<file path="src/verilog/afecr_pkg.sv">
// constants for the analog front end control register bank
// assumes a byte-wide register port with one-cycle strobes on the system clock
// Functional notes
// the D/A converter is held in reset while its reset-hold bit is 1 and released when software writes it to 0.
// the D/A converter clock is stopped while its clock-gate bit is 0 and supplied while it is 1.
// an 8-bit code register sets the analog level that the D/A converter drives.
// with the gain amplifier clock gate at 0 its register cannot be written and is not initialized; at 1 it is read/write.
// one bit picks the feedback network ground, 0 for the main supply ground, 1 for the amplifier ground pin.
// the 2-bit gain field selects gain 4, 8, 16 or 32 for codes 00, 01, 10 and 11.
// the comparator clock is stopped while its clock-gate bit is 0 and supplied while it is 1.
// comparator 1 runs only while its enable bit in the mode register is 1.
// comparator 0 runs only while its enable bit in the mode register is 1.
// one request flag per comparator in the low flag register reads 1 while a request is pending.
// one mask bit per comparator blocks servicing of its request when 1 and allows it when 0.
// the comparator module is held in reset while its reset-hold bit is 1 and released when written to 0.
// software clears pending comparator flags and sets masks as needed before operation.
// a detection event sets its request flag whatever the mask, and the flag stays until software clears it.
package afecr_pkg;
  localparam int ADDR_W = 4;
  localparam int DATA_W = 8;
  localparam int N_CMP  = 2;

  // register offsets
  localparam logic [ADDR_W-1:0] OFS_RESET_CTL  = 4'h0;
  localparam logic [ADDR_W-1:0] OFS_CLOCK_GATE = 4'h1;
  localparam logic [ADDR_W-1:0] OFS_DAC_CODE   = 4'h2;
  localparam logic [ADDR_W-1:0] OFS_AMP_CTL    = 4'h3;
  localparam logic [ADDR_W-1:0] OFS_CMP_MODE   = 4'h4;
  localparam logic [ADDR_W-1:0] OFS_IRQ_FLAGS  = 4'h5;
  localparam logic [ADDR_W-1:0] OFS_IRQ_MASKS  = 4'h6;

  // field positions
  localparam int DAC_RESET_BIT  = 7;
  localparam int CMP_RESET_BIT  = 5;
  localparam int AMP_RESET_BIT  = 2;
  localparam int DAC_GATE_BIT   = 7;
  localparam int CMP_GATE_BIT   = 5;
  localparam int AMP_GATE_BIT   = 2;
  localparam int AMP_ENABLE_BIT = 7;
  localparam int GROUND_SEL_BIT = 3;
  localparam int GAIN_LSB       = 0;
  localparam int GAIN_W         = 2;
  localparam int CMP_EN_BIT [N_CMP] = '{0, 4};

  // writable bits per register
  localparam logic [DATA_W-1:0] MASK_RESET_CTL  = 8'ha4;
  localparam logic [DATA_W-1:0] MASK_CLOCK_GATE = 8'ha4;
  localparam logic [DATA_W-1:0] MASK_AMP_CTL    = 8'h8b;
  localparam logic [N_CMP-1:0]  MASK_CMP_BITS   = 2'h3;

  // reset values
  localparam logic [DATA_W-1:0] RST_RESET_CTL  = 8'h00;
  localparam logic [DATA_W-1:0] RST_CLOCK_GATE = 8'h00;
  localparam logic [DATA_W-1:0] RST_DAC_CODE   = 8'h00;
  localparam logic [DATA_W-1:0] RST_AMP_CTL    = 8'h00;
  localparam logic [DATA_W-1:0] RST_CMP_MODE   = 8'h00;
  localparam logic [N_CMP-1:0]  RST_IRQ_FLAGS  = 2'h0;
  localparam logic [N_CMP-1:0]  RST_IRQ_MASKS  = 2'h3;

  // gain factors by code
  localparam int GAIN_FACT_W = 6;
  localparam logic [GAIN_FACT_W-1:0] GAIN_X4  = 6'h04;
  localparam logic [GAIN_FACT_W-1:0] GAIN_X8  = 6'h08;
  localparam logic [GAIN_FACT_W-1:0] GAIN_X16 = 6'h10;
  localparam logic [GAIN_FACT_W-1:0] GAIN_X32 = 6'h20;
endpackage

</file>
<file path="src/verilog/afecr_regs.sv">
// register bank for the analog front end: reset holds, clock gates, dac code,
// gain amplifier setup, comparator enables and comparator request/mask flags
// assumes a same-clock register master and asynchronous comparator outputs
`timescale 1ns/1ns
module afecr_regs (
  input  wire logic                                 i_clk_sys,
  input  wire logic                                 i_arst_n,
  input  wire logic [afecr_pkg::ADDR_W-1:0]         i_addr,
  input  wire logic [afecr_pkg::DATA_W-1:0]         i_wdata,
  input  wire logic                                 i_wr,
  input  wire logic                                 i_rd,
  output logic      [afecr_pkg::DATA_W-1:0]         o_rdata,
  input  wire logic [afecr_pkg::N_CMP-1:0]          i_cmp_out,
  output logic                                      o_dac_reset,
  output logic                                      o_dac_clk_en,
  output logic      [afecr_pkg::DATA_W-1:0]         o_dac_code,
  output logic                                      o_amp_reset,
  output logic                                      o_amp_clk_en,
  output logic                                      o_amp_enable,
  output logic                                      o_feedback_ground_select,
  output logic      [afecr_pkg::GAIN_FACT_W-1:0]    o_gain_factor,
  output logic                                      o_cmp_reset,
  output logic                                      o_cmp_clk_en,
  output logic      [afecr_pkg::N_CMP-1:0]          o_cmp_enable,
  output logic      [afecr_pkg::DATA_W-1:0]         o_cmp_mode,
  output logic      [afecr_pkg::N_CMP-1:0]          o_irq_pending
);

  logic [afecr_pkg::DATA_W-1:0]      reset_ctl;
  logic [afecr_pkg::DATA_W-1:0]      clock_gate;
  logic [afecr_pkg::DATA_W-1:0]      dac_code;
  logic [afecr_pkg::DATA_W-1:0]      amp_ctl;
  logic [afecr_pkg::DATA_W-1:0]      cmp_mode;
  logic [afecr_pkg::N_CMP-1:0]       irq_flags;
  logic [afecr_pkg::N_CMP-1:0]       irq_masks;
  logic [afecr_pkg::N_CMP-1:0]       cmp_sync1;
  logic [afecr_pkg::N_CMP-1:0]       cmp_sync2;
  logic [afecr_pkg::N_CMP-1:0]       cmp_prev;
  logic [afecr_pkg::N_CMP-1:0]       cmp_event;
  logic [afecr_pkg::N_CMP-1:0]       cmp_active;
  logic [afecr_pkg::N_CMP-1:0]       next_irq_flags;
  logic [afecr_pkg::GAIN_FACT_W-1:0] next_gain_factor;
  logic [afecr_pkg::DATA_W-1:0]      next_dac_code_out;
  logic [afecr_pkg::DATA_W-1:0]      rd_mux;

  // address decode
  wire sel_reset_ctl  = (i_addr == afecr_pkg::OFS_RESET_CTL);
  wire sel_clock_gate = (i_addr == afecr_pkg::OFS_CLOCK_GATE);
  wire sel_dac_code   = (i_addr == afecr_pkg::OFS_DAC_CODE);
  wire sel_amp_ctl    = (i_addr == afecr_pkg::OFS_AMP_CTL);
  wire sel_cmp_mode   = (i_addr == afecr_pkg::OFS_CMP_MODE);
  wire sel_irq_flags  = (i_addr == afecr_pkg::OFS_IRQ_FLAGS);
  wire sel_irq_masks  = (i_addr == afecr_pkg::OFS_IRQ_MASKS);

  wire wr_reset_ctl  = i_wr && sel_reset_ctl;
  wire wr_clock_gate = i_wr && sel_clock_gate;
  wire wr_dac_code   = i_wr && sel_dac_code;
  wire wr_amp_ctl    = i_wr && sel_amp_ctl;
  wire wr_cmp_mode   = i_wr && sel_cmp_mode;
  wire wr_irq_flags  = i_wr && sel_irq_flags;
  wire wr_irq_masks  = i_wr && sel_irq_masks;

  // control fields
  wire dac_hold  = reset_ctl[afecr_pkg::DAC_RESET_BIT];
  wire cmp_hold  = reset_ctl[afecr_pkg::CMP_RESET_BIT];
  wire amp_hold  = reset_ctl[afecr_pkg::AMP_RESET_BIT];
  wire dac_gate  = clock_gate[afecr_pkg::DAC_GATE_BIT];
  wire cmp_gate  = clock_gate[afecr_pkg::CMP_GATE_BIT];
  wire amp_gate  = clock_gate[afecr_pkg::AMP_GATE_BIT];
  wire [afecr_pkg::GAIN_W-1:0] gain_sel = amp_ctl[afecr_pkg::GAIN_LSB +: afecr_pkg::GAIN_W];

  // amplifier register writable only with its clock supplied
  wire amp_wr_ok   = wr_amp_ctl && amp_gate;
  wire amp_init_ok = amp_hold && amp_gate;

  always_ff @(posedge i_clk_sys or negedge i_arst_n) begin
    if (!i_arst_n) begin
      reset_ctl <= afecr_pkg::RST_RESET_CTL;
    end else if (wr_reset_ctl) begin
      reset_ctl <= i_wdata & afecr_pkg::MASK_RESET_CTL;
    end
  end

  always_ff @(posedge i_clk_sys or negedge i_arst_n) begin
    if (!i_arst_n) begin
      clock_gate <= afecr_pkg::RST_CLOCK_GATE;
    end else if (wr_clock_gate) begin
      clock_gate <= i_wdata & afecr_pkg::MASK_CLOCK_GATE;
    end
  end

  always_ff @(posedge i_clk_sys or negedge i_arst_n) begin
    if (!i_arst_n) begin
      dac_code <= afecr_pkg::RST_DAC_CODE;
    end else if (dac_hold) begin
      dac_code <= afecr_pkg::RST_DAC_CODE;
    end else if (wr_dac_code) begin
      dac_code <= i_wdata;
    end
  end

  always_ff @(posedge i_clk_sys or negedge i_arst_n) begin
    if (!i_arst_n) begin
      amp_ctl <= afecr_pkg::RST_AMP_CTL;
    end else if (amp_init_ok) begin
      amp_ctl <= afecr_pkg::RST_AMP_CTL;
    end else if (amp_wr_ok) begin
      amp_ctl <= i_wdata & afecr_pkg::MASK_AMP_CTL;
    end
  end

  always_ff @(posedge i_clk_sys or negedge i_arst_n) begin
    if (!i_arst_n) begin
      cmp_mode <= afecr_pkg::RST_CMP_MODE;
    end else if (cmp_hold) begin
      cmp_mode <= afecr_pkg::RST_CMP_MODE;
    end else if (wr_cmp_mode) begin
      cmp_mode <= i_wdata;
    end
  end

  always_ff @(posedge i_clk_sys or negedge i_arst_n) begin
    if (!i_arst_n) begin
      irq_masks <= afecr_pkg::RST_IRQ_MASKS;
    end else if (wr_irq_masks) begin
      irq_masks <= i_wdata[afecr_pkg::N_CMP-1:0] & afecr_pkg::MASK_CMP_BITS;
    end
  end

  // gain decode
  assign next_gain_factor = (gain_sel == 2'h0) ? afecr_pkg::GAIN_X4 :
                            (gain_sel == 2'h1) ? afecr_pkg::GAIN_X8 :
                            (gain_sel == 2'h2) ? afecr_pkg::GAIN_X16 :
                                                 afecr_pkg::GAIN_X32;

  // converter sees its code only while clocked and out of reset
  assign next_dac_code_out = (dac_gate && !dac_hold) ? dac_code : afecr_pkg::RST_DAC_CODE;

  always_ff @(posedge i_clk_sys or negedge i_arst_n) begin
    if (!i_arst_n) begin
      o_gain_factor <= afecr_pkg::GAIN_X4;
      o_dac_code    <= afecr_pkg::RST_DAC_CODE;
    end else begin
      o_gain_factor <= next_gain_factor;
      o_dac_code    <= next_dac_code_out;
    end
  end

  // per-comparator synchroniser, edge detect and request flag
  genvar gi;
  generate
    for (gi = 0; gi < afecr_pkg::N_CMP; gi++) begin : g_cmp
      assign cmp_active[gi] = cmp_gate && !cmp_hold && cmp_mode[afecr_pkg::CMP_EN_BIT[gi]];
      assign cmp_event[gi]  = cmp_active[gi] && cmp_sync2[gi] && !cmp_prev[gi];
      // event beats a software clear in the same cycle
      assign next_irq_flags[gi] = cmp_event[gi] | (wr_irq_flags ? i_wdata[gi] : irq_flags[gi]);

      always_ff @(posedge i_clk_sys or negedge i_arst_n) begin
        if (!i_arst_n) begin
          cmp_sync1[gi] <= 1'b0;
          cmp_sync2[gi] <= 1'b0;
          cmp_prev[gi]  <= 1'b0;
          irq_flags[gi] <= afecr_pkg::RST_IRQ_FLAGS[gi];
          o_irq_pending[gi] <= 1'b0;
        end else begin
          cmp_sync1[gi] <= i_cmp_out[gi];
          cmp_sync2[gi] <= cmp_sync1[gi];
          cmp_prev[gi]  <= cmp_sync2[gi];
          irq_flags[gi] <= next_irq_flags[gi];
          o_irq_pending[gi] <= next_irq_flags[gi] && !irq_masks[gi];
        end
      end

      AST_FLAG_SET: assert property (@(posedge i_clk_sys) disable iff (!i_arst_n)
        cmp_event[gi] |=> irq_flags[gi])
        else $error("detection event did not set its request flag");

      AST_FLAG_STAYS: assert property (@(posedge i_clk_sys) disable iff (!i_arst_n)
        irq_flags[gi] && !wr_irq_flags |=> irq_flags[gi])
        else $error("request flag dropped without a software clear");

      AST_MASK_GATE: assert property (@(posedge i_clk_sys) disable iff (!i_arst_n)
        ##1 o_irq_pending[gi] == ($past(next_irq_flags[gi]) && !$past(irq_masks[gi])))
        else $error("pending output disagrees with flag and mask");

      AST_FLAG_CLEAR: assert property (@(posedge i_clk_sys) disable iff (!i_arst_n)
        wr_irq_flags && !i_wdata[gi] && !cmp_event[gi] |=> !irq_flags[gi])
        else $error("request flag survived a software clear");

      AST_FLAG_SW_SET: assert property (@(posedge i_clk_sys) disable iff (!i_arst_n)
        wr_irq_flags && i_wdata[gi] |=> irq_flags[gi])
        else $error("request flag not set by a software write");

      AST_MASK_BLOCK: assert property (@(posedge i_clk_sys) disable iff (!i_arst_n)
        irq_masks[gi] |=> !o_irq_pending[gi])
        else $error("masked request shown as pending");
    end
  endgenerate

  // read selection, unmapped offsets read zero
  assign rd_mux = sel_reset_ctl  ? reset_ctl :
                  sel_clock_gate ? clock_gate :
                  sel_dac_code   ? dac_code :
                  sel_amp_ctl    ? amp_ctl :
                  sel_cmp_mode   ? cmp_mode :
                  sel_irq_flags  ? {{(afecr_pkg::DATA_W-afecr_pkg::N_CMP){1'b0}}, irq_flags} :
                  sel_irq_masks  ? {{(afecr_pkg::DATA_W-afecr_pkg::N_CMP){1'b0}}, irq_masks} :
                                   afecr_pkg::RST_DAC_CODE;

  always_ff @(posedge i_clk_sys or negedge i_arst_n) begin
    if (!i_arst_n) begin
      o_rdata <= '0;
    end else begin
      o_rdata <= i_rd ? rd_mux : '0;
    end
  end

  assign o_dac_reset              = dac_hold;
  assign o_dac_clk_en             = dac_gate;
  assign o_amp_reset              = amp_hold;
  assign o_amp_clk_en             = amp_gate;
  assign o_amp_enable             = amp_ctl[afecr_pkg::AMP_ENABLE_BIT];
  assign o_feedback_ground_select = amp_ctl[afecr_pkg::GROUND_SEL_BIT];
  assign o_cmp_reset              = cmp_hold;
  assign o_cmp_clk_en             = cmp_gate;
  assign o_cmp_enable             = cmp_active;
  assign o_cmp_mode               = cmp_mode;

  AST_DAC_RELEASE: assert property (@(posedge i_clk_sys) disable iff (!i_arst_n)
    wr_reset_ctl |=> o_dac_reset == $past(i_wdata[afecr_pkg::DAC_RESET_BIT]))
    else $error("dac reset hold did not follow the write");

  AST_DAC_CLOCK: assert property (@(posedge i_clk_sys) disable iff (!i_arst_n)
    !o_dac_clk_en |=> o_dac_code == afecr_pkg::RST_DAC_CODE)
    else $error("dac code driven while its clock is stopped");

  AST_DAC_CODE: assert property (@(posedge i_clk_sys) disable iff (!i_arst_n)
    wr_dac_code && !dac_hold && !wr_reset_ctl && dac_gate && !wr_clock_gate ##1 !dac_hold
      |=> o_dac_code == $past(i_wdata, 2))
    else $error("dac output code does not match the written value");

  AST_AMP_LOCK: assert property (@(posedge i_clk_sys) disable iff (!i_arst_n)
    !amp_gate |=> $stable(amp_ctl))
    else $error("amplifier register changed while its clock is stopped");

  AST_GROUND_SEL: assert property (@(posedge i_clk_sys) disable iff (!i_arst_n)
    amp_wr_ok && !amp_init_ok |=> o_feedback_ground_select == $past(i_wdata[afecr_pkg::GROUND_SEL_BIT]))
    else $error("ground select did not take the written value");

  AST_GAIN_DECODE: assert property (@(posedge i_clk_sys) disable iff (!i_arst_n)
    amp_wr_ok && !amp_init_ok && i_wdata[1:0] == 2'h3 |=> ##1 o_gain_factor == afecr_pkg::GAIN_X32)
    else $error("gain code 11 did not give gain 32");

  AST_GAIN_LOW: assert property (@(posedge i_clk_sys) disable iff (!i_arst_n)
    amp_wr_ok && !amp_init_ok && i_wdata[1:0] == 2'h0 |=> ##1 o_gain_factor == afecr_pkg::GAIN_X4)
    else $error("gain code 00 did not give gain 4");

  AST_CMP_CLOCK: assert property (@(posedge i_clk_sys) disable iff (!i_arst_n)
    !o_cmp_clk_en |-> o_cmp_enable == 2'h0 && cmp_event == 2'h0)
    else $error("comparator active with its clock stopped");

  AST_CMP1_EN: assert property (@(posedge i_clk_sys) disable iff (!i_arst_n)
    wr_cmp_mode && !cmp_hold && cmp_gate && !wr_clock_gate && !wr_reset_ctl
      |=> o_cmp_enable[1] == $past(i_wdata[afecr_pkg::CMP_EN_BIT[1]]))
    else $error("comparator 1 enable did not follow the write");

  AST_CMP0_EN: assert property (@(posedge i_clk_sys) disable iff (!i_arst_n)
    wr_cmp_mode && !cmp_hold && cmp_gate && !wr_clock_gate && !wr_reset_ctl
      |=> o_cmp_enable[0] == $past(i_wdata[afecr_pkg::CMP_EN_BIT[0]]))
    else $error("comparator 0 enable did not follow the write");

  AST_CMP_HOLD: assert property (@(posedge i_clk_sys) disable iff (!i_arst_n)
    o_cmp_reset |=> o_cmp_mode == afecr_pkg::RST_CMP_MODE)
    else $error("comparator settings survive the module reset hold");

  AST_FLAG_READ: assert property (@(posedge i_clk_sys) disable iff (!i_arst_n)
    i_rd && sel_irq_flags |=> o_rdata[afecr_pkg::N_CMP-1:0] == $past(irq_flags))
    else $error("flag register read returned wrong flags");

  AST_DAC_HOLD_CLR: assert property (@(posedge i_clk_sys) disable iff (!i_arst_n)
    o_dac_reset |=> dac_code == afecr_pkg::RST_DAC_CODE)
    else $error("dac code register kept its value under reset hold");

  AST_DAC_RESET_HOLDS: assert property (@(posedge i_clk_sys) disable iff (!i_arst_n)
    !wr_reset_ctl |=> $stable(o_dac_reset))
    else $error("dac reset hold changed without a write");

  AST_DAC_GATE_WR: assert property (@(posedge i_clk_sys) disable iff (!i_arst_n)
    wr_clock_gate |=> o_dac_clk_en == $past(i_wdata[afecr_pkg::DAC_GATE_BIT]))
    else $error("dac clock gate did not follow the write");

  AST_DAC_REG_WR: assert property (@(posedge i_clk_sys) disable iff (!i_arst_n)
    wr_dac_code && !dac_hold |=> dac_code == $past(i_wdata))
    else $error("dac code register did not take the write");

  AST_AMP_INIT: assert property (@(posedge i_clk_sys) disable iff (!i_arst_n)
    amp_init_ok |=> amp_ctl == afecr_pkg::RST_AMP_CTL)
    else $error("amplifier register not initialized under reset hold");

  AST_AMP_WRITE: assert property (@(posedge i_clk_sys) disable iff (!i_arst_n)
    amp_wr_ok && !amp_init_ok |=> amp_ctl == ($past(i_wdata) & afecr_pkg::MASK_AMP_CTL))
    else $error("amplifier register did not take the write");

  AST_AMP_EN_WR: assert property (@(posedge i_clk_sys) disable iff (!i_arst_n)
    amp_wr_ok && !amp_init_ok |=> o_amp_enable == $past(i_wdata[afecr_pkg::AMP_ENABLE_BIT]))
    else $error("amplifier enable did not follow the write");

  AST_AMP_RESET_WR: assert property (@(posedge i_clk_sys) disable iff (!i_arst_n)
    wr_reset_ctl |=> o_amp_reset == $past(i_wdata[afecr_pkg::AMP_RESET_BIT]))
    else $error("amplifier reset hold did not follow the write");

  AST_GROUND_STAYS: assert property (@(posedge i_clk_sys) disable iff (!i_arst_n)
    !amp_wr_ok && !amp_init_ok |=> $stable(o_feedback_ground_select))
    else $error("ground select changed without a write");

  AST_GAIN_X8: assert property (@(posedge i_clk_sys) disable iff (!i_arst_n)
    amp_wr_ok && !amp_init_ok && i_wdata[1:0] == 2'h1 |=> ##1 o_gain_factor == afecr_pkg::GAIN_X8)
    else $error("gain code 01 did not give gain 8");

  AST_GAIN_X16: assert property (@(posedge i_clk_sys) disable iff (!i_arst_n)
    amp_wr_ok && !amp_init_ok && i_wdata[1:0] == 2'h2 |=> ##1 o_gain_factor == afecr_pkg::GAIN_X16)
    else $error("gain code 10 did not give gain 16");

  AST_CMP_GATE_WR: assert property (@(posedge i_clk_sys) disable iff (!i_arst_n)
    wr_clock_gate |=> o_cmp_clk_en == $past(i_wdata[afecr_pkg::CMP_GATE_BIT]))
    else $error("comparator clock gate did not follow the write");

  AST_CMP_MODE_WR: assert property (@(posedge i_clk_sys) disable iff (!i_arst_n)
    wr_cmp_mode && !cmp_hold |=> o_cmp_mode == $past(i_wdata))
    else $error("comparator mode register did not take the write");

  AST_MASK_WRITE: assert property (@(posedge i_clk_sys) disable iff (!i_arst_n)
    wr_irq_masks |=> irq_masks == $past(i_wdata[afecr_pkg::N_CMP-1:0]))
    else $error("mask register did not take the write");

  AST_CMP_RESET_WR: assert property (@(posedge i_clk_sys) disable iff (!i_arst_n)
    wr_reset_ctl |=> o_cmp_reset == $past(i_wdata[afecr_pkg::CMP_RESET_BIT]))
    else $error("comparator reset hold did not follow the write");

  AST_CMP_HOLD_OFF: assert property (@(posedge i_clk_sys) disable iff (!i_arst_n)
    o_cmp_reset |-> o_cmp_enable == '0)
    else $error("comparator enabled while the module is held in reset");

endmodule

</file>
<file path="config.mk">
export PLATFORM = sky130hd
export DESIGN_NAME = afecr_regs
export DESIGN_NICKNAME = d
export VERILOG_FILES = /design/src/verilog/afecr_pkg.sv /design/src/verilog/afecr_regs.sv
export SDC_FILE = /design/constraint.sdc
export NUM_CORES = 1
export LEC_CHECK = 0
export ABC_AREA = 1
export ABC_CLOCK_PERIOD_IN_PS = 1300
export CAP_MARGIN = 20
export CORE_MARGIN = 2
export CORE_UTILIZATION = 55
export CTS_BUF_LIST = sky130_fd_sc_hd__clkbuf_2
export DETAILED_ROUTE_END_ITERATION = 10
export DONT_BUFFER_PORTS = 1
export GPL_TIMING_DRIVEN = 0
export MAX_ROUTING_LAYER = met4
export PLACE_DENSITY = 0.75
export RECOVER_POWER = 50
export SETUP_SLACK_MARGIN = 0.15
export SLEW_MARGIN = 0
export SYNTH_ARGS = -nofsm -noshare
export SYNTH_HDL_FRONTEND = slang
export SYNTH_SLANG_ARGS = --single-unit
</file>
<file path="constraint.sdc">
create_clock -name i_clk_sys -period 1.3 [get_ports i_clk_sys]
set_input_delay 0.065 -clock i_clk_sys [delete_from_list [all_inputs] [get_ports i_clk_sys]]
set_output_delay 0.065 -clock i_clk_sys [all_outputs]
set_load 0.1 [all_outputs]
</file>
* Word-level counts from Yosys, hierarchy flattened *
Index checks and enable logic that the tools add are counted.

operators by class
  eq/ne operators = 8
  muxes and demuxes = 20
  bitwise operators = 2
  reduce and logical (&&, ||, !) cells = 30

operator list
  cell                                           count
  two-way mux 8 bit                              13
  logical AND 1 bit                              19
  two-way mux 6 bit                              3
  == test 4 x 3 -> 1 bit, second input constant  3
  == test 4 x 2 -> 1 bit, second input constant  2
  zero test 1 bit                                6
  nonzero test 2 bit                             3
  == test 4 x 1 -> 1 bit, second input constant  1
  zero test 4 bit                                1
  two-way mux 2 bit                              2
  == test 2 x 1 -> 1 bit, second input constant  1
  == test 2 bit, second input constant           1
  zero test 2 bit                                1
  two-way mux 1 bit                              2
  bitwise OR 1 bit                               2

storage, ports and cells
  register bits after elaboration = 64
  output and inout port bits = 42
  logic and storage cells = 79

* Depth between registers and ports, before layout *
Gate-level depths: netlist (run 1).

  word-level depth = 9
  mapped depth = 8
  mapped depth without buffers = 8

* Worst setup path before layout (run 1) *
OpenSTA, ideal clock, no wires.

  path type = register to output
  start = register reset_ctl[5] in the netlist's numbering
  end = output o_cmp_enable[0] in the netlist's numbering
  arrival = 1.923 ns
  path slack = -0.688 ns
  stages on the path, launching flop included = 3
  buffers on the path = 0
  path through = dfrtp_1 clkinv_1 and3_1

on the way
  longest elaborated chain between the ends = 3

ends and longest elaborated chain
  item                            line               RTL
  start, declared                 afecr_regs.sv:29   logic [afecr_pkg::DATA_W-1:0] reset_ctl;
  start signal, assigned          afecr_regs.sv:78   reset_ctl <= afecr_pkg::RST_RESET_CTL;
  start signal, assigned          afecr_regs.sv:80   reset_ctl <= i_wdata & afecr_pkg::MASK_RESET_CTL;
  zero test 1 bit                 afecr_regs.sv:153  assign cmp_active[gi] = cmp_gate && !cmp_hold && cmp_mode[afecr_pkg::CMP_EN_BIT[gi]];
  logical AND 1 bit (2 in a row)  afecr_regs.sv:153
  end, declared                   afecr_regs.sv:24   output logic [afecr_pkg::N_CMP-1:0] o_cmp_enable,

Every way passes these cells.

* Worst setup path after layout (run 1) *
  start = register reset_ctl[5] in the netlist's numbering
  end = output o_cmp_enable[1] in the netlist's numbering

The elaborated chain is that of the path after synthesis.

==> results of run 1 <==
==> power breakdown <==
| part | switching, µW | internal (µW) | leakage [µW] | total, µW |
|---|---|---|---|---|
| Sequential | 992 | 2060 | 0.000698 | 3050 |
| Combinational | 406 | 295 | 0.000768 | 701 |
| Clock | 622 | 243 | 0.0000582 | 866 |
==> worst max-delay path: stages (launching register included) <==
cell and delay [ns]:
dfrtp_4 0.67, clkinv_4 0.10, and3_4 0.38
==> cell families (layout without fill, tap and decap cells) <==
| logic type | count (synthesis) | in the layout | share of synthesized area (%) |
|---|---|---|---|
| AO/OA/AOI/OAI | 27 | 27 | 5.45 |
| buffers and inverters | 44 | 83 | 8.02 |
| flip-flops | 58 | 58 | 58.6 |
| other | 1 | 2 | 0.151 |
| AND/OR/NAND/NOR | 145 | 145 | 27.7 |
==> layer usage <==
layer	share of wire, %	GRT usage, %
met1	40	32.4
met2	50	40.8
met3	7.6	6.55
met4	2.4	13.2
met5	0	-
==> sequential cells by signal, indices dropped and copies added, names as in the netlist <==
signal / cells
dac_code: 8
o_cmp_mode: 8
o_dac_code: 8
o_rdata: 8
amp_ctl: 4
o_gain_factor: 4
clock_gate: 3
reset_ctl: 3
cmp_prev: 2
cmp_sync1: 2
cmp_sync2: 2
irq_flags: 2
irq_masks: 2
o_irq_pending: 2
==> path summary, 6_finish.rpt <==
check                                           from                          to  slack (ns)  cells after the start
min reg2reg                   cmp_sync1[0]$_DFF_PN0_      cmp_sync2[0]$_DFF_PN0_        0.36                      0
max reg2reg                clock_gate[5]$_DFFE_PN0P_  o_irq_pending[0]$_DFF_PN0_       -0.10                      6
max in group asynchronous                   i_arst_n    irq_masks[1]$_DFFE_PN1P_        1.87                      0
min in group i_clk_sys                          i_wr   o_cmp_mode[5]$_DFFE_PN0P_        0.01                      5
min                                         i_arst_n      amp_ctl[3]$_DFFE_PN0P_       -0.76                      0
max                         reset_ctl[5]$_DFFE_PN0P_             o_cmp_enable[1]       -0.41                      2
==> final cells by class <==
class | count | area share, %
clock inverters | 5 | 0.651
plain buffers | 6 | 2.64
inverters | 38 | 4.83
flip-flops and latches | 58 | 48.9
repair buffers | 23 | 7.74
clock buffers | 11 | 1.69
multi-input cells | 174 | 31.5
well taps | 52 | 1.99
==> layout by cell type, fill, tap and decap left out, types with 5 or more instances in the layout <==
master         synthesis  routed
nand2_1               49      47
buf_4                  3       5
nor2_1                25      23
nor2_2                 3       5
dfrtp_1               55      18
clkbuf_2               0      11
nand3_2                1      34
nand3_1               57      23
a21oi_1                9       9
inv_1                 35      31
o21ai_0               18      17
dfrtp_4                0      37
dlygate4sd3_1          0      12
==> what timing repair did <==
action	4_1_cts	5_1_grt
hold endpoints to repair	100	58
setup buffers	3	2
endpoints found under the setup margin	75	84
gates cloned	0	1
gates resized for setup	63	40
pin swaps	0	23
==> metrics by stage <==
stage	std cells	area, µm²	total power [µW]
floorplan	276	2600	3340
global placement	328	2670	3460
detailed placement	328	2670	3470
CTS	364	3080	4480
global route	367	3270	4790
finish	367	3270	4610
==> out/metrics.cfg, run 1 <==
[cts]
cts.path.max_buffers=2
cts_num_sinks=58
cts_htree_levels=3
clkTransAtPathRegs_ns=0.16
cts_tree=done
cts_inserted_buffers=9
clk_latency_ns=0.49
root_buffer=clkbuf_2
cts_hold_buffers=17

[floorplan]
core_mm2=0.00435
ios=60
rows=24
die_w_um=71.2
die_h_um=71.2
design.die.area_mm2=0.00506
start_util_pct=57.0

[global_routing]
grt_max_degree=59
grt_pass1_vias=1997
grt.total_usage_pct=26.4
grt_pass1_wl_um=9670
antenna_found_initial=0
grt_overflow=0

[place]
dp_hpwl_um=3950
gp_congestion=0.954
numPortBuffers=0
pre_cts_ws_ns=-0.00419

[layout]
final_layout_size_suffix_gt1_share_pct=38.7
fin_util_pct=75.0
seqCellArea_mm2=0.00160
multi_input_area_mm2=0.00103
final_nets=328
antenna_cells=0
fillCellCount=307
area_delta_synth_final_pct=31.6

[synth]
synth_area_leaders=dfrtp_1 (55%), nand3_1 (11%), nand2_1 (7.4%)
seq_area_frac_synth_pct=58.6
async_reset_ff_share_pct=100
postSynthCellCount=275
yosys_register_bits=58
yosysMostFrequentCell=nand3_1
synth.largest_area_cell=dfrtp_1
synth_top_cell_area_share_pct=55.5
ys_top_cells_by_count=nand3_1 (57), dfrtp_1 (55), nand2_1 (49), inv_1 (35), nor2_1 (25)
ys_warn_count=0
synth_cell_types=24
synth_flop_cell=dfrtp_1
synth_edf_count=0
syn_area_mm2=0.00248
syn_avg_cell_area_um2=9.02

[timing]
setup_viol=12
tns_ns=-1.15
holdWs_ns=-0.762
rsz0062_at_grt=true
drv_slew=0
fin_crit_sh_pct=132
relSlewSlack_pct=64.7
setup_ws_ns=-0.413
final_hold_viol_count=58
finClkSkew_ns=0.0183
tightest_slew_ns=0.530
fin_crit_ns=1.71
fmax_ghz=0.584

[worst_setup_path]
crit_type=reg -> out
end_kind=primary output
start_kind=flop
worst_ep_arrival_time_ns=1.65
crit_fanout=5
crit_required_ns=1.24

[detailed_routing]
drt_iter0_drc=109
drc=0
routed_wl_um=6330
first_pass_iters=4
vias_per_cell=5.63
ant_nets=0
post_drt_wl_per_cell_um=17.2
dr_total_vias=2068

[worst_hold_path]
hold_class=in -> async

[power]
leakage_uw=0.00152
ir_worst_vdd_mv=0.929
power.density_mw_per_mm2=1410

[outcome]
violations=negative hold slack, negative setup slack
status=finished with violations

[run]
max-cap-violations=0

Power figures use the tool's default switching activity.
==> inputs of run 2 (changes only) <==
--- a/config.mk
+++ b/config.mk
@@ -8,7 +8,7 @@
 export ABC_AREA = 1
 export ABC_CLOCK_PERIOD_IN_PS = 1300
 export CAP_MARGIN = 20
-export CORE_MARGIN = 2
+export CORE_MARGIN = 5
 export CORE_UTILIZATION = 55
 export CTS_BUF_LIST = sky130_fd_sc_hd__clkbuf_2
 export DETAILED_ROUTE_END_ITERATION = 10
@@ -18,6 +18,7 @@
 export PLACE_DENSITY = 0.75
 export RECOVER_POWER = 50
 export SETUP_SLACK_MARGIN = 0.15
+export SKIP_LAST_GASP = 1
 export SLEW_MARGIN = 0
 export SYNTH_ARGS = -nofsm -noshare
 export SYNTH_HDL_FRONTEND = slang
==> run 2 against run 1 <==
Effect of this change: the flow still finishes with violations (negative hold slack, negative setup slack); sequential share of layout area shrank 0.34 points; maximum frequency shrank 0.73%; sequential power is essentially flat; via count shrank 1.0%; core utilization grew 0.52 points; combinational power shrank 1%; design area grew 0.69%; clock skew grew 0.016 ns; register-to-register slack lost 0.07 ns; non-clock buffer count grew 3; hold slack lost 0.0013 ns; largest cell class unchanged.
==> out/metrics.cfg, run 2 (synthesis results as in run 1) <==
[detailed_routing]
post_drt_wl_per_cell_um=16.8  ; was 17.2 µm
first_pass_iters=4  ; unchanged
drt_iter0_drc=159  ; was 109
routed_wl_um=6230  ; was 6330 µm
drc=0  ; unchanged
ant_nets=0  ; unchanged
dr_total_vias=2047  ; was 2068
vias_per_cell=5.53  ; was 5.63

[power]
ir_worst_vdd_mv=1.13  ; was 0.929 mV
leakage_uw=0.00153  ; was 0.00152 µW
power_uw=4620  ; was 4610 µW
power.density_mw_per_mm2=1410  ; about the same

[timing]
tns_ns=-2.35  ; was -1.15 ns
finClkSkew_ns=0.0341  ; was 0.0183 ns
fin_crit_ns=1.73  ; was 1.71 ns
rsz0062_at_grt=true  ; unchanged
setup_viol=14  ; was 12
setup_ws_ns=-0.426  ; was -0.413 ns
final_hold_viol_count=58  ; unchanged
holdWs_ns=-0.764  ; was -0.762 ns
fin_crit_sh_pct=133  ; was 132%
fmax_ghz=0.579  ; was 0.584 GHz
drv_slew=0  ; unchanged

[worst_setup_path]
rr_endpoint=o_cmp_mode[0]$_DFFE_PN0P_  ; was o_irq_pending[0]$_DFF_PN0_
r2r-start=reset_ctl[5]$_DFFE_PN0P_  ; was clock_gate[5]$_DFFE_PN0P_
r2r_slack_ns=-0.17  ; was -0.10 ns
r2r_cells=6  ; unchanged
slowest_stage=dfrtp_4  ; unchanged
start_kind=flop  ; unchanged
path_cells=clkinv_4 -> and3_4  ; unchanged
crit_type=reg -> out  ; unchanged
cp_slowest_stage_delay_ns=0.67  ; about the same
crit_fanout=5  ; unchanged
worst_ep_arrival_time_ns=1.66  ; was 1.65 ns
end_kind=primary output  ; unchanged
crit_required_ns=1.24  ; about the same

[global_routing]
antenna_found_initial=0  ; unchanged
grt_pass1_vias=1894  ; was 1997
grt_overflow=0  ; unchanged
grt_max_degree=59  ; unchanged
grt_pass1_wl_um=9630  ; was 9670 µm
grt.total_usage_pct=21.5  ; was 26.4%

[layout]
final_common_cell=nand2_1  ; unchanged
final_cell_area_mm2=0.00329  ; was 0.00327 mm²
mostFrequentLayoutCells=nand2_1 (45), dfrtp_4 (37), inv_1 (31)  ; was nand2_1 (47), dfrtp_4 (37), nand3_2 (34)
final_layout_size_suffix_gt1_share_pct=41.8  ; was 38.7%
final_nets=331  ; was 328
area_delta_synth_final_pct=32.5  ; was 31.6%
seqCellArea_mm2=0.00160  ; unchanged
multi_input_area_mm2=0.00104  ; was 0.00103 mm²
fillCellCount=288  ; was 307
antenna_cells=0  ; unchanged

[outcome]
status=finished with violations  ; unchanged
violations=negative hold slack, negative setup slack  ; unchanged

[run]
max-cap-violations=0  ; unchanged

[place]
dp_hpwl_um=4050  ; was 3950 µm
placed_cell_area_mm2=0.00267  ; unchanged
gp_congestion=0.829  ; was 0.954
numPortBuffers=0  ; unchanged

[cts]
cts_tree=done  ; unchanged
cts_num_sinks=58  ; unchanged
cts.path.max_buffers=2  ; unchanged
root_buffer=clkbuf_2  ; unchanged
clkTransAtPathRegs_ns=0.17  ; was 0.16 ns
cts_hold_buffers=16  ; was 17
cts_htree_levels=3  ; unchanged
cts_inserted_buffers=9  ; unchanged
clk_latency_ns=0.49  ; about the same

[floorplan]
core_mm2=0.00435  ; unchanged
die_w_um=77.2  ; was 71.2 µm
rows=24  ; unchanged
die_h_um=77.2  ; was 71.2 µm
ios=60  ; unchanged
design.die.area_mm2=0.00595  ; was 0.00506 mm²
start_util_pct=57.0  ; unchanged

[worst_hold_path]
hold_class=in -> async  ; unchanged

-- run 2: cell count changes in the layout (fill, tap and decap cells not counted), sizes merged --
cell          change
buf               +4
clkbuf            +4
clkinv            -4
dlygate4sd3       +2
dlymetal6s4s      -2
dlymetal6s2s      -1
-- run 2: routing by layer --
metal / up-vias / GRT usage, % / share of wire [%] / wire length, µm
met5: - / - / 0 / 0
met4: 0 / 7.56 / 1.7 / 104
met3: 13 / 6.56 / 9.4 / 587
met2: 78 / 31.5 / 49 / 3050
met1: 992 / 28.3 / 40 / 2480
li1: 964 / - / - / -
-- run 2: stage by stage --
step | std cells | util (%) | worst slack (ns)
3_5_place_dp | 328 | 61.3 | -0.0142
5_1_grt | 370 | 75.5 | -0.489
3_3_place_gp | 328 | 61.3 | -0.00492
6_report | 370 | 75.5 | -0.426
2_1_floorplan | 276 | - | 0.0770
4_1_cts | 362 | 70.5 | -0.434
-- run 2: final cells by class --
class,count,share of cell area (%)
multi-input cells,174,31.8
inverters,38,4.79
clock buffers,15,2.28
repair buffers,26,7.84
flip-flops and latches,58,48.6
well taps,52,1.98
clock inverters,1,0.114
plain buffers,6,2.63
-- run 2: power by group --
part | internal [µW] | switching, µW | total, µW
sequential | 2050 | 994 | 3050
combinational | 288 | 406 | 694
clock | 297 | 583 | 880
-- run 2: what timing repair did --
item | in CTS | in global routing
gates cloned | 0 | 1
hold endpoints to repair | 100 | 58
setup buffers | 2 | 7
gates resized for setup | 65 | 39
setup endpoints to repair | 76 | 86
pin swaps | 2 | 16
-- run 2: critical path, delay by kind of cell (launching register included) --
kind	cells	cell delay [ns]
and+or+nand+nor	1	0.38
DFF	1	0.67
buffers and inverters	1	0.11
-- run 2: worst max path at each step --
stage | startpoint | end | depth (start not counted)
CTS | reset_ctl[5]$_DFFE_PN0P_ | o_cmp_enable[1] | 2
finish | reset_ctl[5]$_DFFE_PN0P_ | o_cmp_enable[1] | 2
detailed placement | clock_gate[5]$_DFFE_PN0P_ | o_irq_pending[1]$_DFF_PN0_ | 6
floorplan | o_cmp_mode[0]$_DFFE_PN0P_ | o_cmp_enable[0] | 1
global placement | clock_gate[5]$_DFFE_PN0P_ | o_irq_pending[1]$_DFF_PN0_ | 6
global route | reset_ctl[5]$_DFFE_PN0P_ | o_cmp_enable[0] | 2
==> inputs of run 3 (changes only) <==
--- a/config.mk
+++ b/config.mk
@@ -8,14 +8,16 @@
 export ABC_AREA = 1
 export ABC_CLOCK_PERIOD_IN_PS = 1300
 export CAP_MARGIN = 20
+export CELL_PAD_IN_SITES_DETAIL_PLACEMENT = 1
+export CELL_PAD_IN_SITES_GLOBAL_PLACEMENT = 2
 export CORE_MARGIN = 5
-export CORE_UTILIZATION = 55
+export CORE_UTILIZATION = 39
 export CTS_BUF_LIST = sky130_fd_sc_hd__clkbuf_2
 export DETAILED_ROUTE_END_ITERATION = 10
 export DONT_BUFFER_PORTS = 1
 export GPL_TIMING_DRIVEN = 0
 export MAX_ROUTING_LAYER = met4
-export PLACE_DENSITY = 0.75
+export PLACE_DENSITY = 0.86
 export RECOVER_POWER = 50
 export SETUP_SLACK_MARGIN = 0.15
 export SKIP_LAST_GASP = 1
==> run 3 against run 2 <==
Effect of this change: the flow still finishes with violations (negative hold slack, negative setup slack); clock power is 2% higher; sequential share of layout area is 1.9 points lower; sequential cell count stayed put; global-route usage is 2.0 points lower; via count is 0.64% higher; sequential power hardly changed; non-clock buffer count is 1 higher; die area is 35% higher; register-to-register slack better by 0.04 ns; first-iteration DRC count is 38% lower; largest power group unchanged.
==> out/metrics.cfg, run 3 (synthesis results as in run 1) <==
[floorplan]
rows=29  ; was 24
design.die.area_mm2=0.00806  ; was 0.00595 mm²
start_util_pct=39.5  ; was 57.0%
die_h_um=89.8  ; was 77.2 µm
die_w_um=89.8  ; was 77.2 µm
ios=60  ; unchanged
core_mm2=0.00628  ; was 0.00435 mm²

[power]
intPower_uw=2620  ; was 2640 µW
switching_share_pct=44.6  ; was 42.9%
power.density_mw_per_mm2=1380  ; was 1410 mW/mm²
clock_power_share_pct=19.0  ; about the same
leakage_uw=0.00156  ; was 0.00153 µW
ir_worst_vdd_mv=0.782  ; was 1.13 mV
power_switching_uw=2110  ; was 1980 µW
combPwrFrac_pct=16.4  ; was 15.0%
seqPwrFrac_pct=64.6  ; was 66.0%

[outcome]
status=finished with violations  ; unchanged
violations=negative hold slack, negative setup slack  ; unchanged

[cts]
clk_latency_ns=0.46  ; was 0.49 ns
clkTransAtPathRegs_ns=0.17  ; about the same
cts_inserted_buffers=9  ; unchanged
root_buffer=clkbuf_2  ; unchanged
cts_tree=done  ; unchanged
cts_num_sinks=58  ; unchanged
cts.path.max_buffers=2  ; unchanged
cts_htree_levels=3  ; unchanged

[worst_setup_path]
cp_slowest_stage_delay_ns=0.69  ; was 0.67 ns
path_delay_family=flip-flops  ; unchanged
slowest_stage=dfrtp_4  ; unchanged
end_kind=primary output  ; unchanged
worst_ep_arrival_time_ns=1.61  ; was 1.66 ns
start_kind=flop  ; unchanged
crit_required_ns=1.24  ; about the same
crit_type=reg -> out  ; unchanged
critPathBufInv=0  ; was 1
crit_fanout=5  ; unchanged
path_cells=and3_4  ; was clkinv_4 -> and3_4

[layout]
final_nets=332  ; was 331
seqCellArea_mm2=0.00160  ; unchanged
multi_input_area_mm2=0.00111  ; was 0.00104 mm²
final_layout_size_suffix_gt1_share_pct=42.9  ; was 41.8%
final_cell_area_mm2=0.00342  ; was 0.00329 mm²
fillCellCount=685  ; was 288
area_delta_synth_final_pct=37.8  ; was 32.5%
antenna_cells=0  ; unchanged
mostFrequentLayoutCells=nand2_1 (45), dfrtp_4 (37), nand3_2 (34)  ; was nand2_1 (45), dfrtp_4 (37), inv_1 (31)
final_common_cell=nand2_1  ; unchanged

[global_routing]
grt.total_usage_pct=19.5  ; was 21.5%
grt_util_met2_pct=30.3  ; was 31.5%
grt_pass1_wl_um=12000  ; was 9630 µm
use_met3_pct=5.84  ; was 6.56%
grt_max_degree=59  ; unchanged
grt_pass1_vias=2245  ; was 1894
antenna_found_initial=0  ; unchanged
grt_overflow=0  ; unchanged
met1_usage_pct=24.0  ; was 28.3%
grt_busiest_layer=met2  ; unchanged

[detailed_routing]
drc=0  ; unchanged
drt_iter0_drc=98  ; was 159
vias_per_cell=5.20  ; was 5.53
post_drt_wl_per_cell_um=18.6  ; was 16.8 µm
dr_total_vias=2060  ; was 2047
ant_nets=0  ; unchanged
routed_wl_um=7380  ; was 6230 µm
first_pass_iters=4  ; unchanged

[timing]
fin_crit_ns=1.67  ; was 1.73 ns
setup_viol=12  ; was 14
rsz0062_at_grt=true  ; unchanged
fmax_ghz=0.598  ; was 0.579 GHz
fin_crit_sh_pct=129  ; was 133%
finClkSkew_ns=0.0236  ; was 0.0341 ns
setup_ws_ns=-0.373  ; was -0.426 ns
holdWs_ns=-0.735  ; was -0.764 ns
final_hold_viol_count=58  ; unchanged
drv_slew=0  ; unchanged

[run]
max-cap-violations=0  ; unchanged

[place]
placed_cell_area_mm2=0.00270  ; was 0.00267 mm²
numPortBuffers=0  ; unchanged
gp_congestion=0.763  ; was 0.829
dp_hpwl_um=4930  ; was 4050 µm

[worst_hold_path]
hold_class=in -> async  ; unchanged

run 3: path summary, 6_finish.rpt:
path / cells after the start / endpoint / start / slack, ns
worst max-delay path: 1 / o_cmp_enable[1] / o_cmp_mode[4]$_DFFE_PN0P_ / -0.37
worst min-delay path: 0 / o_dac_code[5]$_DFF_PN0_ / i_arst_n / -0.73
worst max register to register: 6 / o_cmp_mode[3]$_DFFE_PN0P_ / reset_ctl[5]$_DFFE_PN0P_ / -0.13
worst min register to register: 0 / cmp_sync2[1]$_DFF_PN0_ / cmp_sync1[1]$_DFF_PN0_ / 0.37
max in group asynchronous: 0 / o_gain_factor[2]$_DFF_PN1_ / i_arst_n / 1.83
min in group i_clk_sys: 5 / dac_code[6]$_DFFE_PN0P_ / i_wr / 0.12
run 3: final cells by class:
class / instances / share of cell area [%]
multi-input cells: 174 / 32.5
plain buffers: 6 / 2.41
flip-flops and latches: 58 / 46.7
well taps: 77 / 2.82
inverters: 38 / 4.76
clock inverters: 5 / 0.659
clock buffers: 11 / 1.61
repair buffers: 27 / 8.49
run 3: stage by stage:
step           total power (µW)  cells  util [%]  worst slack (ns)  TNS, ns
3_3_place_gp               3480    353      43.0           0.00174        0
5_1_grt                    4940    396      54.5            -0.433    -2.22
3_5_place_dp               3500    353      43.0           -0.0151  -0.0511
6_report                   4740    396      54.5            -0.373    -1.61
2_1_floorplan              3340    276         -            0.0770        0
4_1_cts                    4630    391      51.6            -0.400    -2.44
run 3: routing by layer:
metal	up-vias	part of all wire, %
met5	-	0
met2	58	49
met1	1024	44
met3	17	4.3
met4	0	2.6
li1	961	-
run 3: timing repair:
item	in CTS	in global routing
buffers inserted	3	2
cloned	1	1
resized for setup	87	36
setup endpoints to repair	75	87
pin swaps	10	19
hold buffers	18	3
hold endpoints to repair	100	69
run 3: power by group through the flow:
stage	combinational, µW	clock (µW)	sequential (µW)
2_1_floorplan	391	0	2950
3_5_place_dp	480	0	3020
6_report	775	900	3060
5_1_grt	844	1010	3090
4_1_cts	656	914	3060
3_3_place_gp	463	0	3010
